## src/hdl/srxal_pkg.sv

```systemverilog
// Constants, types and register layout of the receive lock and word-align block
// How it works
// Force-data selects data lock; else force-reference selects reference; else automatic
// Both override bits reset to zero, so an untouched lane runs automatic
// Automatic move to data lock needs frequency within 125/250/500/1000 PPM threshold
// Automatic move to data lock also needs phase error within 0.08 UI
// Frequency-locked output shows the recovery unit is locked to data
// Active-low lock output reports receiver PLL locked to its reference
// Disabled channel powers down its PLL and clock recovery unit
// Deserializer builds 8- or 10-bit words from the serial stream
// First received bit of a word lands in its least significant bit
// Each slip request moves the word boundary by exactly one bit
// Bit-slip works on 8- and 10-bit paths, single or double width
// Pattern detector keeps flagging in bit-slip mode without moving boundary
// Bit-slip mode only legal with custom or SONET protocol
// 16-bit mode aligns to a 16-bit pattern as A1A2 or A1A1A2A2
// Software may request re-alignment in 16-bit mode; device then re-aligns
// 16-bit mode runs only on the 8-bit path, single or double width
// 16-bit mode custom or SONET only; A1A1A2A2 only with SONET
// 10-bit mode aligns to preset pattern, all ten or lowest seven bits
// 10-bit pattern recognised in both disparities
// 10-bit mode aligns only while the aligner enable bit is set
// XAUI and GIGE modes align to K28.5 with a sync machine, own protocol only
// Run length limit 5..160 step 5 on 10-bit, 4..128 step 4 on 8-bit
// Run-length violation flag when identical bits exceed the limit
// Slip request is edge-detected so a held request shifts only once
package srxal_pkg;

  // ==========================================================================
  // Register map
  localparam logic [7:0] OFS_CTRL = 8'h00;
  localparam logic [7:0] OFS_PAT  = 8'h04;
  localparam logic [7:0] OFS_STAT = 8'h08;
  localparam logic [7:0] OFS_DATA = 8'h0C;

  localparam int ST_FLOCK = 0;
  localparam int ST_PLOCK = 1;
  localparam int ST_ALIGN = 2;
  localparam int ST_PAT   = 3;
  localparam int ST_RLV   = 4;
  localparam int ST_MERR  = 5;

  // ==========================================================================
  // Modes
  typedef enum logic [2:0] {AM_SLIP, AM_16, AM_10, AM_XAUI, AM_GIGE} srxal_mode_t;
  typedef enum logic [1:0] {PR_CUSTOM, PR_SONET, PR_XAUI, PR_GIGE} srxal_proto_t;
  typedef enum logic [1:0] {SY_LOSS, SY_DET1, SY_DET2, SY_SYNC} srxal_sync_t;

  typedef struct packed {
    logic [8:0]   rsvd;
    logic [5:0]   run_step;
    logic         slip;
    logic         realign;
    logic         align_en;
    logic         match7;
    logic         fmt4;
    srxal_proto_t proto;
    srxal_mode_t  mode;
    logic         dbl;
    logic         w10;
    logic [1:0]   ppm_sel;
    logic         force_data;
    logic         force_ref;
    logic         chan_en;
  } srxal_ctrl_t;

  // Channel enabled, run step 1, automatic lock, custom bit-slip 8-bit
  localparam logic [31:0] CTRL_RST = 32'h0002_0001;

  // ==========================================================================
  // Numbers
  localparam logic [9:0]  K28_RDN   = 10'h17C;
  localparam logic [9:0]  K28_RDP   = 10'h283;
  localparam logic [10:0] PPM_BASE  = 11'h07D;
  localparam logic [7:0]  PHASE_LIM = 8'h08;
  localparam logic [3:0]  RL_UNIT10 = 4'h5;
  localparam logic [3:0]  RL_UNIT8  = 4'h4;
  localparam logic [5:0]  RL_STEPMX = 6'h20;
  localparam logic [2:0]  LOSE_CNT  = 3'h4;

  // ==========================================================================
  // Whole block state
  typedef struct packed {
    srxal_ctrl_t ctrl;
    logic [19:0] pat;
    logic        lock_data;
    logic        plock_n;
    logic        pwr_dn;
    logic [31:0] hist;
    logic [3:0]  bcnt;
    logic        slip_prev;
    logic        slip_pend;
    logic        realign_pend;
    logic        aligned;
    srxal_sync_t sync;
    logic [2:0]  miss;
    logic        run_bit;
    logic [7:0]  run_len;
    logic        pat_st;
    logic        rlv_st;
    logic        half;
    logic [9:0]  lo_word;
    logic [19:0] dout;
    logic        dvalid;
    logic        patdet;
    logic [31:0] prdata;
    logic        pready;
    logic        pslverr;
  } srxal_st_t;

endpackage

```

## src/hdl/srxal_top.sv

```systemverilog
// Receive lock control, deserializer, word aligner and APB register slave
`timescale 1ns/1ns
module srxal_top (
  input  wire logic        SYS_CLK,        // System clock, 50 MHz
  input  wire logic        SYS_RST,        // Synchronous reset, active high
  input  wire logic        PSEL,           // APB select
  input  wire logic        PENABLE,        // APB enable
  input  wire logic        PWRITE,         // APB write
  input  wire logic [7:0]  PADDR,          // APB byte address
  input  wire logic [31:0] PWDATA,         // APB write data
  output logic      [31:0] PRDATA,         // APB read data
  output logic             PREADY,         // APB ready
  output logic             PSLVERR,        // APB error, unmapped address
  input  wire logic        SER_IN,         // Recovered serial bit
  input  wire logic        SER_VALID,      // Serial bit present this cycle
  input  wire logic        PLL_REF_LOCK,   // Receiver PLL locked to reference
  input  wire logic [10:0] CRU_PPM_ERR,    // Frequency error magnitude, PPM
  input  wire logic [7:0]  CRU_PHASE_ERR,  // Phase error, hundredths of a UI
  output logic      [19:0] DATA_OUT,       // Aligned word or word pair
  output logic             DATA_VALID,     // Pulse with DATA_OUT
  output logic             ALIGNED,        // Boundary acquired
  output logic             PATTERN_DET,    // Pulse on pattern seen
  output logic             RUN_VIOL,       // Sticky run-length violation
  output logic             FREQ_LOCKED,    // Recovery unit locked to data
  output logic             RX_LOCKED_N,    // PLL locked to reference, low active
  output logic             CRU_PWR_DN,     // PLL and recovery unit power-down
  output logic             CRU_TRAIN_DATA  // Oscillator trained by data
);

  // ==========================================================================
  // State
  srxal_pkg::srxal_st_t s_r;
  srxal_pkg::srxal_st_t s_nxt;

  logic        bit_v;
  logic [31:0] hist_new;
  logic [9:0]  last10;
  logic [9:0]  pat10;
  logic [3:0]  wbits;
  logic        on_bnd;
  logic        hit10;
  logic        hit16;
  logic        hit;
  logic        mode_ok;
  logic        allow;
  logic        take_align;
  logic        hold;
  logic [9:0]  word;
  logic [5:0]  stp;
  logic [7:0]  rl_limit;
  logic [10:0] ppm_thr;
  logic        setup;
  logic        access;
  logic        unmapped;
  logic [31:0] rd_mux;

  // ==========================================================================
  // Data path helpers
  assign bit_v    = SER_VALID & s_r.ctrl.chan_en;
  // Oldest bit sits lowest so a word's first bit is its LSB
  assign hist_new = {SER_IN, s_r.hist[31:1]};
  assign last10   = hist_new[31:22];
  assign wbits    = s_r.ctrl.w10 ? 4'd10 : 4'd8;
  assign on_bnd   = (s_r.bcnt == (wbits - 4'd1));
  assign word     = s_r.ctrl.w10 ? last10 : {2'b00, hist_new[31:24]};

  assign pat10 = (s_r.ctrl.mode == srxal_pkg::AM_XAUI || s_r.ctrl.mode == srxal_pkg::AM_GIGE)
               ? srxal_pkg::K28_RDN : s_r.pat[9:0];

  // Both disparities: the other running disparity is the bitwise complement
  always_comb begin
    if (s_r.ctrl.mode == srxal_pkg::AM_10 && s_r.ctrl.match7) begin
      hit10 = (last10[6:0] == pat10[6:0]) || (last10[6:0] == ~pat10[6:0]);
    end else begin
      hit10 = (last10 == pat10) || (last10 == ~pat10);
    end
  end

  always_comb begin
    if (s_r.ctrl.fmt4) begin
      hit16 = (hist_new == {s_r.pat[15:8], s_r.pat[15:8], s_r.pat[7:0], s_r.pat[7:0]});
    end else begin
      hit16 = (hist_new[31:16] == s_r.pat[15:0]);
    end
  end

  always_comb begin
    case (s_r.ctrl.mode)
      srxal_pkg::AM_SLIP: hit = s_r.ctrl.w10 ? hit10 : (hist_new[31:24] == s_r.pat[7:0]);
      srxal_pkg::AM_16:   hit = hit16;
      default:            hit = hit10;
    endcase
  end

  // Illegal mode and protocol pairs disable alignment and report in status
  always_comb begin
    case (s_r.ctrl.mode)
      srxal_pkg::AM_SLIP: mode_ok = (s_r.ctrl.proto == srxal_pkg::PR_CUSTOM) ||
                                    (s_r.ctrl.proto == srxal_pkg::PR_SONET);
      srxal_pkg::AM_16:   mode_ok = !s_r.ctrl.w10 &&
                                    ((s_r.ctrl.proto == srxal_pkg::PR_SONET) ||
                                     (s_r.ctrl.proto == srxal_pkg::PR_CUSTOM &&
                                      !s_r.ctrl.fmt4));
      srxal_pkg::AM_10:   mode_ok = s_r.ctrl.w10 && (s_r.ctrl.proto == srxal_pkg::PR_CUSTOM);
      srxal_pkg::AM_XAUI: mode_ok = s_r.ctrl.w10 && s_r.ctrl.proto == srxal_pkg::PR_XAUI;
      srxal_pkg::AM_GIGE: mode_ok = s_r.ctrl.w10 && s_r.ctrl.proto == srxal_pkg::PR_GIGE;
      default:            mode_ok = 1'b0;
    endcase
  end

  always_comb begin
    case (s_r.ctrl.mode)
      srxal_pkg::AM_16:   allow = !s_r.aligned || s_r.realign_pend;
      srxal_pkg::AM_10:   allow = s_r.ctrl.align_en;
      srxal_pkg::AM_XAUI: allow = (s_r.sync == srxal_pkg::SY_LOSS);
      srxal_pkg::AM_GIGE: allow = (s_r.sync == srxal_pkg::SY_LOSS);
      default:            allow = 1'b0;
    endcase
  end

  assign take_align = bit_v && mode_ok && hit && allow;
  // A pending slip stretches one word by a bit, moving the boundary once
  assign hold = s_r.slip_pend && mode_ok && (s_r.ctrl.mode == srxal_pkg::AM_SLIP);

  // Run limit in units of 5 or 4 bits, step clamped to 1..32
  assign stp = (s_r.ctrl.run_step == 6'h00) ? 6'h01 :
               ((s_r.ctrl.run_step > srxal_pkg::RL_STEPMX) ? srxal_pkg::RL_STEPMX
                                                           : s_r.ctrl.run_step);
  assign rl_limit = 8'({2'b00, stp} * (s_r.ctrl.w10 ? srxal_pkg::RL_UNIT10 : srxal_pkg::RL_UNIT8));

  assign ppm_thr = srxal_pkg::PPM_BASE << s_r.ctrl.ppm_sel;

  // ==========================================================================
  // APB decode
  assign setup    = PSEL && !PENABLE;
  assign access   = PSEL && PENABLE && s_r.pready;
  assign unmapped = (PADDR[1:0] != 2'b00) ||
                    !((PADDR == srxal_pkg::OFS_CTRL) || (PADDR == srxal_pkg::OFS_PAT) ||
                      (PADDR == srxal_pkg::OFS_STAT) || (PADDR == srxal_pkg::OFS_DATA));

  always_comb begin
    rd_mux = 32'h0000_0000;
    case (PADDR)
      srxal_pkg::OFS_CTRL: rd_mux = s_r.ctrl;
      srxal_pkg::OFS_PAT:  rd_mux = {12'h000, s_r.pat};
      srxal_pkg::OFS_STAT: begin
        rd_mux[srxal_pkg::ST_FLOCK] = s_r.lock_data;
        rd_mux[srxal_pkg::ST_PLOCK] = !s_r.plock_n;
        rd_mux[srxal_pkg::ST_ALIGN] = s_r.aligned;
        rd_mux[srxal_pkg::ST_PAT]   = s_r.pat_st;
        rd_mux[srxal_pkg::ST_RLV]   = s_r.rlv_st;
        rd_mux[srxal_pkg::ST_MERR]  = !mode_ok;
      end
      srxal_pkg::OFS_DATA: rd_mux = {12'h000, s_r.dout};
      default:             rd_mux = 32'h0000_0000;
    endcase
  end

  // ==========================================================================
  // Next state
  always_comb begin
    s_nxt = s_r;
    s_nxt.dvalid = 1'b0;
    s_nxt.patdet = 1'b0;

    // APB: answer is registered at setup, so access lasts one cycle
    s_nxt.pready  = setup;
    s_nxt.pslverr = setup && unmapped;
    if (setup) begin
      s_nxt.prdata = unmapped ? 32'h0000_0000 : rd_mux;
    end
    if (access && PWRITE && !s_r.pslverr) begin
      case (PADDR)
        srxal_pkg::OFS_CTRL: begin
          s_nxt.ctrl = srxal_pkg::srxal_ctrl_t'(PWDATA);
          s_nxt.ctrl.rsvd = 9'h000;
          s_nxt.ctrl.realign = 1'b0;
          if (PWDATA[15]) begin
            s_nxt.realign_pend = 1'b1;
          end
        end
        srxal_pkg::OFS_PAT: s_nxt.pat = PWDATA[19:0];
        srxal_pkg::OFS_STAT: begin
          // Clears come first so a same-cycle event below still sets
          if (PWDATA[srxal_pkg::ST_PAT]) begin
            s_nxt.pat_st = 1'b0;
          end
          if (PWDATA[srxal_pkg::ST_RLV]) begin
            s_nxt.rlv_st = 1'b0;
          end
        end
        default: s_nxt.pat = s_r.pat;
      endcase
    end

    // Lock source and power
    s_nxt.pwr_dn  = !s_r.ctrl.chan_en;
    s_nxt.plock_n = !(PLL_REF_LOCK && s_r.ctrl.chan_en);
    if (!s_r.ctrl.chan_en) begin
      s_nxt.lock_data = 1'b0;
    end else if (s_r.ctrl.force_data) begin
      s_nxt.lock_data = 1'b1;
    end else if (s_r.ctrl.force_ref) begin
      s_nxt.lock_data = 1'b0;
    end else begin
      // Automatic: enter on frequency and phase, drop back on frequency loss
      s_nxt.lock_data = (CRU_PPM_ERR <= ppm_thr) &&
                        (s_r.lock_data || (CRU_PHASE_ERR <= srxal_pkg::PHASE_LIM));
    end

    // Slip request edge
    s_nxt.slip_prev = s_r.ctrl.slip;
    if (s_r.ctrl.slip && !s_r.slip_prev) begin
      s_nxt.slip_pend = 1'b1;
    end

    if (bit_v) begin
      s_nxt.hist = hist_new;

      // Boundary counter
      if (take_align || (on_bnd && !hold)) begin
        s_nxt.bcnt = 4'h0;
      end else if (hold) begin
        s_nxt.bcnt = s_r.bcnt;
        s_nxt.slip_pend = 1'b0;
      end else begin
        s_nxt.bcnt = s_r.bcnt + 4'h1;
      end

      // Word emission, pairs for double width, first word low
      if (take_align) begin
        s_nxt.half = s_r.ctrl.dbl;
        s_nxt.lo_word = word;
        if (!s_r.ctrl.dbl) begin
          s_nxt.dout = {10'h000, word};
          s_nxt.dvalid = 1'b1;
        end
      end else if (on_bnd && !hold) begin
        if (!s_r.ctrl.dbl) begin
          s_nxt.dout = {10'h000, word};
          s_nxt.dvalid = 1'b1;
        end else if (!s_r.half) begin
          s_nxt.lo_word = word;
          s_nxt.half = 1'b1;
        end else begin
          s_nxt.dout = s_r.ctrl.w10 ? {word, s_r.lo_word}
                                    : {4'h0, word[7:0], s_r.lo_word[7:0]};
          s_nxt.dvalid = 1'b1;
          s_nxt.half = 1'b0;
        end
      end

      // Pattern detector runs in every legal mode
      if (hit && mode_ok) begin
        s_nxt.patdet = 1'b1;
        s_nxt.pat_st = 1'b1;
      end

      // Alignment status
      case (s_r.ctrl.mode)
        srxal_pkg::AM_16, srxal_pkg::AM_10: begin
          if (take_align) begin
            s_nxt.aligned = 1'b1;
            s_nxt.realign_pend = 1'b0;
          end
        end
        srxal_pkg::AM_XAUI, srxal_pkg::AM_GIGE: begin
          // Three boundary commas acquire, four stray commas lose sync
          if (mode_ok && hit) begin
            if (take_align) begin
              s_nxt.sync = srxal_pkg::SY_DET1;
              s_nxt.miss = 3'h0;
            end else if (on_bnd) begin
              case (s_r.sync)
                srxal_pkg::SY_DET1: s_nxt.sync = srxal_pkg::SY_DET2;
                srxal_pkg::SY_DET2: s_nxt.sync = srxal_pkg::SY_SYNC;
                default:            s_nxt.miss = 3'h0;
              endcase
            end else if (s_r.sync == srxal_pkg::SY_SYNC) begin
              s_nxt.miss = s_r.miss + 3'h1;
              if (s_r.miss + 3'h1 == srxal_pkg::LOSE_CNT) begin
                s_nxt.sync = srxal_pkg::SY_LOSS;
              end
            end else begin
              s_nxt.sync = srxal_pkg::SY_LOSS;
            end
          end
          s_nxt.aligned = (s_nxt.sync == srxal_pkg::SY_SYNC);
        end
        default: s_nxt.aligned = 1'b0;
      endcase

      // Run length
      if (SER_IN == s_r.run_bit) begin
        if (s_r.run_len != 8'hFF) begin
          s_nxt.run_len = s_r.run_len + 8'h01;
        end
        if (s_r.run_len == rl_limit) begin
          s_nxt.rlv_st = 1'b1;
        end
      end else begin
        s_nxt.run_bit = SER_IN;
        s_nxt.run_len = 8'h01;
      end
    end
  end

  // ==========================================================================
  // Registers
  always_ff @(posedge SYS_CLK) begin
    if (SYS_RST) begin
      s_r         <= '0;
      s_r.ctrl    <= srxal_pkg::srxal_ctrl_t'(srxal_pkg::CTRL_RST);
      s_r.sync    <= srxal_pkg::SY_LOSS;
      s_r.plock_n <= 1'b1;
    end else begin
      s_r <= s_nxt;
    end
  end

  assign PRDATA         = s_r.prdata;
  assign PREADY         = s_r.pready;
  assign PSLVERR        = s_r.pslverr;
  assign DATA_OUT       = s_r.dout;
  assign DATA_VALID     = s_r.dvalid;
  assign ALIGNED        = s_r.aligned;
  assign PATTERN_DET    = s_r.patdet;
  assign RUN_VIOL       = s_r.rlv_st;
  assign FREQ_LOCKED    = s_r.lock_data;
  assign RX_LOCKED_N    = s_r.plock_n;
  assign CRU_PWR_DN     = s_r.pwr_dn;
  assign CRU_TRAIN_DATA = s_r.lock_data;

endmodule

```

## config.mk

```make
export PLATFORM = sky130hd
export DESIGN_NAME = srxal_top
export DESIGN_NICKNAME = d
export VERILOG_FILES = /design/src/hdl/srxal_pkg.sv /design/src/hdl/srxal_top.sv
export SDC_FILE = /design/constraint.sdc
export NUM_CORES = 1
export LEC_CHECK = 0
export ABC_AREA = 1
export CORE_AREA = 2 2 125 127
export CTS_CLUSTER_SIZE = 30
export DETAILED_ROUTE_END_ITERATION = 10
export DIE_AREA = 0 0 127 129
export DONT_BUFFER_PORTS = 1
export GPL_ROUTABILITY_DRIVEN = 1
export PLACE_DENSITY = 0.73
export SLEW_MARGIN = 0
export SYNTH_ARGS = -nofsm -noshare
export SYNTH_HDL_FRONTEND = slang
export SYNTH_SLANG_ARGS = --single-unit
```

## constraint.sdc

```tcl
create_clock -name SYS_CLK -period 2.64 [get_ports SYS_CLK]
set_input_delay 0.528 -clock SYS_CLK [delete_from_list [all_inputs] [get_ports SYS_CLK]]
set_output_delay 0.528 -clock SYS_CLK [all_outputs]
set_load 0.005 [all_outputs]
```

==> out/qor.yml <==
slowest_stage: "dfxtp_4"
initial_core_util_pct: 59.34
drc_errors: 0
grt_pass1_wl_um: 39760
grt_pass1_vias: 7420
max_cap_viol_count: 0
first_pass_iters: 6
path_class: "flip-flop to flip-flop"
io_pins: 129
stdcell_count: 1477
clock_path_buffers: 2
gr-total-overflow: 0
row_count: 45
max_stage_delay_ps: 370
drive_gt1_share_pct: 8.999
avgSynthCellArea_um2: 6.753
grt_max_degree: 50
nets: 1367
ys_ff_latch: 158
switchingPower_mw: 1.289
worst_setup_path_start_kind: "flip-flop"
dp_slack_ps: 40.89
drt_iter0_drc: 1309
die_h_um: 129
max_slew.worst_pin.slew_ps: 950.1
cellLeakagePower_nw: 4.065
synthCells: 1316
vias: 8555
hold_buffers: 0
synth_top_area_share_pct: 35.59
area_delta_synth_final_pct: 8.405
netlist_area_um2: 8887
via_per_inst: 5.792
die_area_um2: 16380
die_x_um: 127
power_density_nw_per_um2: 531.4
ir_drop_uv: 446.3
hp-start: "SYS_RST"
setup.worst_path.start: "s_r[154]$_SDFFE_PP0P_"
maxSlewHeadroom_pct: 36.59
antenna_found_initial: 0
rsz0062_at_grt: "true"
gp_congestion: 0.9596
numCtsBuffers: 17
yosysMostFrequentCell: "nand2_1"
clk_pin_slew_ps: 70
intPower_mw: 3.831
status: "finished clean"
worstRegToRegCells: 18
antenna_left: 0
required_ps: 2960
cts_root_buf: "clkbuf_16"
r2r-start: "s_r[154]$_SDFFE_PP0P_"
synth_edf_count: 0
fin_crit_sh_pct: 96.07
hold_viol: 0
synth.top_cells.by_area: "dfxtp_1, nand2_1, a21oi_1"
io_buffers: 0
coreArea_um2: 14980
tritoncts: "built"
critPathCapture: "DATA_OUT[2]$_SDFFE_PP0P_"
dp_cells: 1435
n_antenna_cell: 0
worstPathMaxFanout: 18
wl_per_cell_um: 17.44
power_frac_comb_pct: 6.1
clock_latency_ps: 430
async_flop_share_pct: 0
cp_top_family: "simple AND/OR/NAND/NOR gates"
yosysWarnings: 0
cp.arrival_ps: 2860
h-tree-depth: 4
skew_ps: 8.404
sequentialPowerShare_pct: 48.1
hold_slack_ps: 177.9
p_sw_share_pct: 25.18
worstReg2RegEnd: "DATA_OUT[2]$_SDFFE_PP0P_"
dpl.hpwl_um: 18430
synth_top_area_cell: "dfxtp_1"
maxClockFrequency_mhz: 394.3
crit_chain: "nor2_4, nand2_4, buf_4, nand3_1, nand2_1, nand2_1, nand3_1, nand2_1, nand3_1, nand3_1, nand2_1, nand2_2, nand3_4, a21oi_4, buf_12, nand2_8, nor2_1, nor2_1"
netlist-cell-type-count: 43
period_needed_ps: 2536
pwr-share-clk_pct: 45.8
cp.depth: 18
finalSetupViolCount: 0
end_kind: "flip-flop"
grt_usage_pct: 30.98
fin_tns_setup_ps: 0
hold_path.class: "input pin to flip-flop"
p_total_mw: 5.120
cts_num_sinks: 158
synth_common_cells: "nand2_1, nor2_1, dfxtp_1, a21oi_1, inv_1"
path_buf_inv: 2
regToRegSetupSlack_ps: 100
fin_ws_ps: 103.7
finalWirelength_um: 25760
drv_slew: 0
synth_ff_type: "dfxtp_1"
yosysSeqAreaShare_pct: 35.59
==> sequential cells by signal, summed over array words and instances (netlist names) <==
signal,flops
ALIGNED,1
CRU_PWR_DN,1
CRU_TRAIN_DATA,1
DATA_OUT,20
DATA_VALID,1
PATTERN_DET,1
PRDATA,23
PREADY,1
PSLVERR,1
RUN_VIOL,1
RX_LOCKED_N,1
hist_new,31
s_nxt,1
s_r,74
==> power groups by stage <==
stage / logic, mW / registers (mW) / clock network [mW]
finish: 0.311 / 2.46 / 2.34
global route: 0.352 / 2.47 / 2.46
CTS: 0.305 / 2.47 / 2.34
detailed placement: 0.302 / 2.52 / 0
global placement: 0.297 / 2.52 / 0
floorplan: 0.258 / 2.50 / 0
==> kinds of logic (layout without fill, tap and decap cells) <==
kind of cell,Yosys count,in the layout,share of synthesized area [%]
xor+xnor,40,40,3.942
compound gates,282,282,17.29
other cells,1,9,0.04220
buf+inv,249,214,13.08
simple gates,562,562,26.59
fa+ha+maj,24,24,3.463
flops,158,158,35.59
==> stage by stage <==
stage / util, % / instance area, µm²
final: 64.33 / 9634
after global routing: 64.33 / 9634
after CTS: 62.67 / 9387
after detailed placement: 59.01 / 8838
after global placement: 59.01 / 8838
after floorplan: - / 8917
==> repair_timing <==
| action | in CTS | in global routing |
|---|---|---|
| buffers inserted | 0 | 8 |
| setup endpoints to repair | 0 | 42 |
| gates resized for setup | 0 | 35 |
==> how the worst min path moves through the flow <==
stage,end,cells past startpoint
3_3_place_gp,s_r[59]$_SDFFE_PP0P_,2
3_5_place_dp,s_r[57]$_SDFFE_PP0P_,2
2_1_floorplan,RX_LOCKED_N$_SDFF_PP1_,1
6_report,s_r[75]$_SDFFE_PP0P_,1
4_1_cts,PRDATA[21]$_SDFFE_PP0P_,1
5_1_grt,s_r[75]$_SDFFE_PP0P_,1
==> routing by layer <==
layer  track usage, %  routed length [µm]  share of wire [%]
met1            42.15               10920                 42
met2            49.34               11590                 45
met3            6.694                2560                9.9
met4            10.08                 688                2.7
met5                0                   0                  0
==> cell type report <==
class,count,area (µm²)
Clock buffer,19,432.9
Clock inverter,13,115.1
Fill cell,1359,5343
Inverter,128,484.2
Multi-Input combinational cell,917,4678
Sequential cell,158,3176
Tap cell,188,235.2
Timing Repair Buffer,54,513.0
==> placed cells by master, fill, tap and decap left out, drive strengths merged, types with 18 or more instances in the layout <==
cell type | netlist | final
inv | 123 | 126
buf | 70 | 52
dfxtp | 158 | 158
o21ai | 110 | 110
nor2 | 164 | 164
nand3 | 67 | 67
nand2 | 272 | 272
ha | 23 | 23
a21oi | 129 | 129
xor2 | 18 | 18
nand4 | 35 | 35
clkbuf | 51 | 21
xnor2 | 22 | 22
==> worst reg2reg max path, cell delays in order (launching register included) <==
cell     delay, ps
dfxtp_4        370
nor2_4         140
nand2_4        100
buf_4          170
nand3_1         80
nand2_1         70
nand2_1         60
nand3_1         80
nand2_1         80
nand3_1        100
nand3_1        100
nand2_1         60
nand2_2        120
nand3_4        190
a21oi_4        240
buf_12         150
nand2_8        100
nor2_1         150
nor2_1          60
No activity file was read; power rests on OpenSTA's default activity.
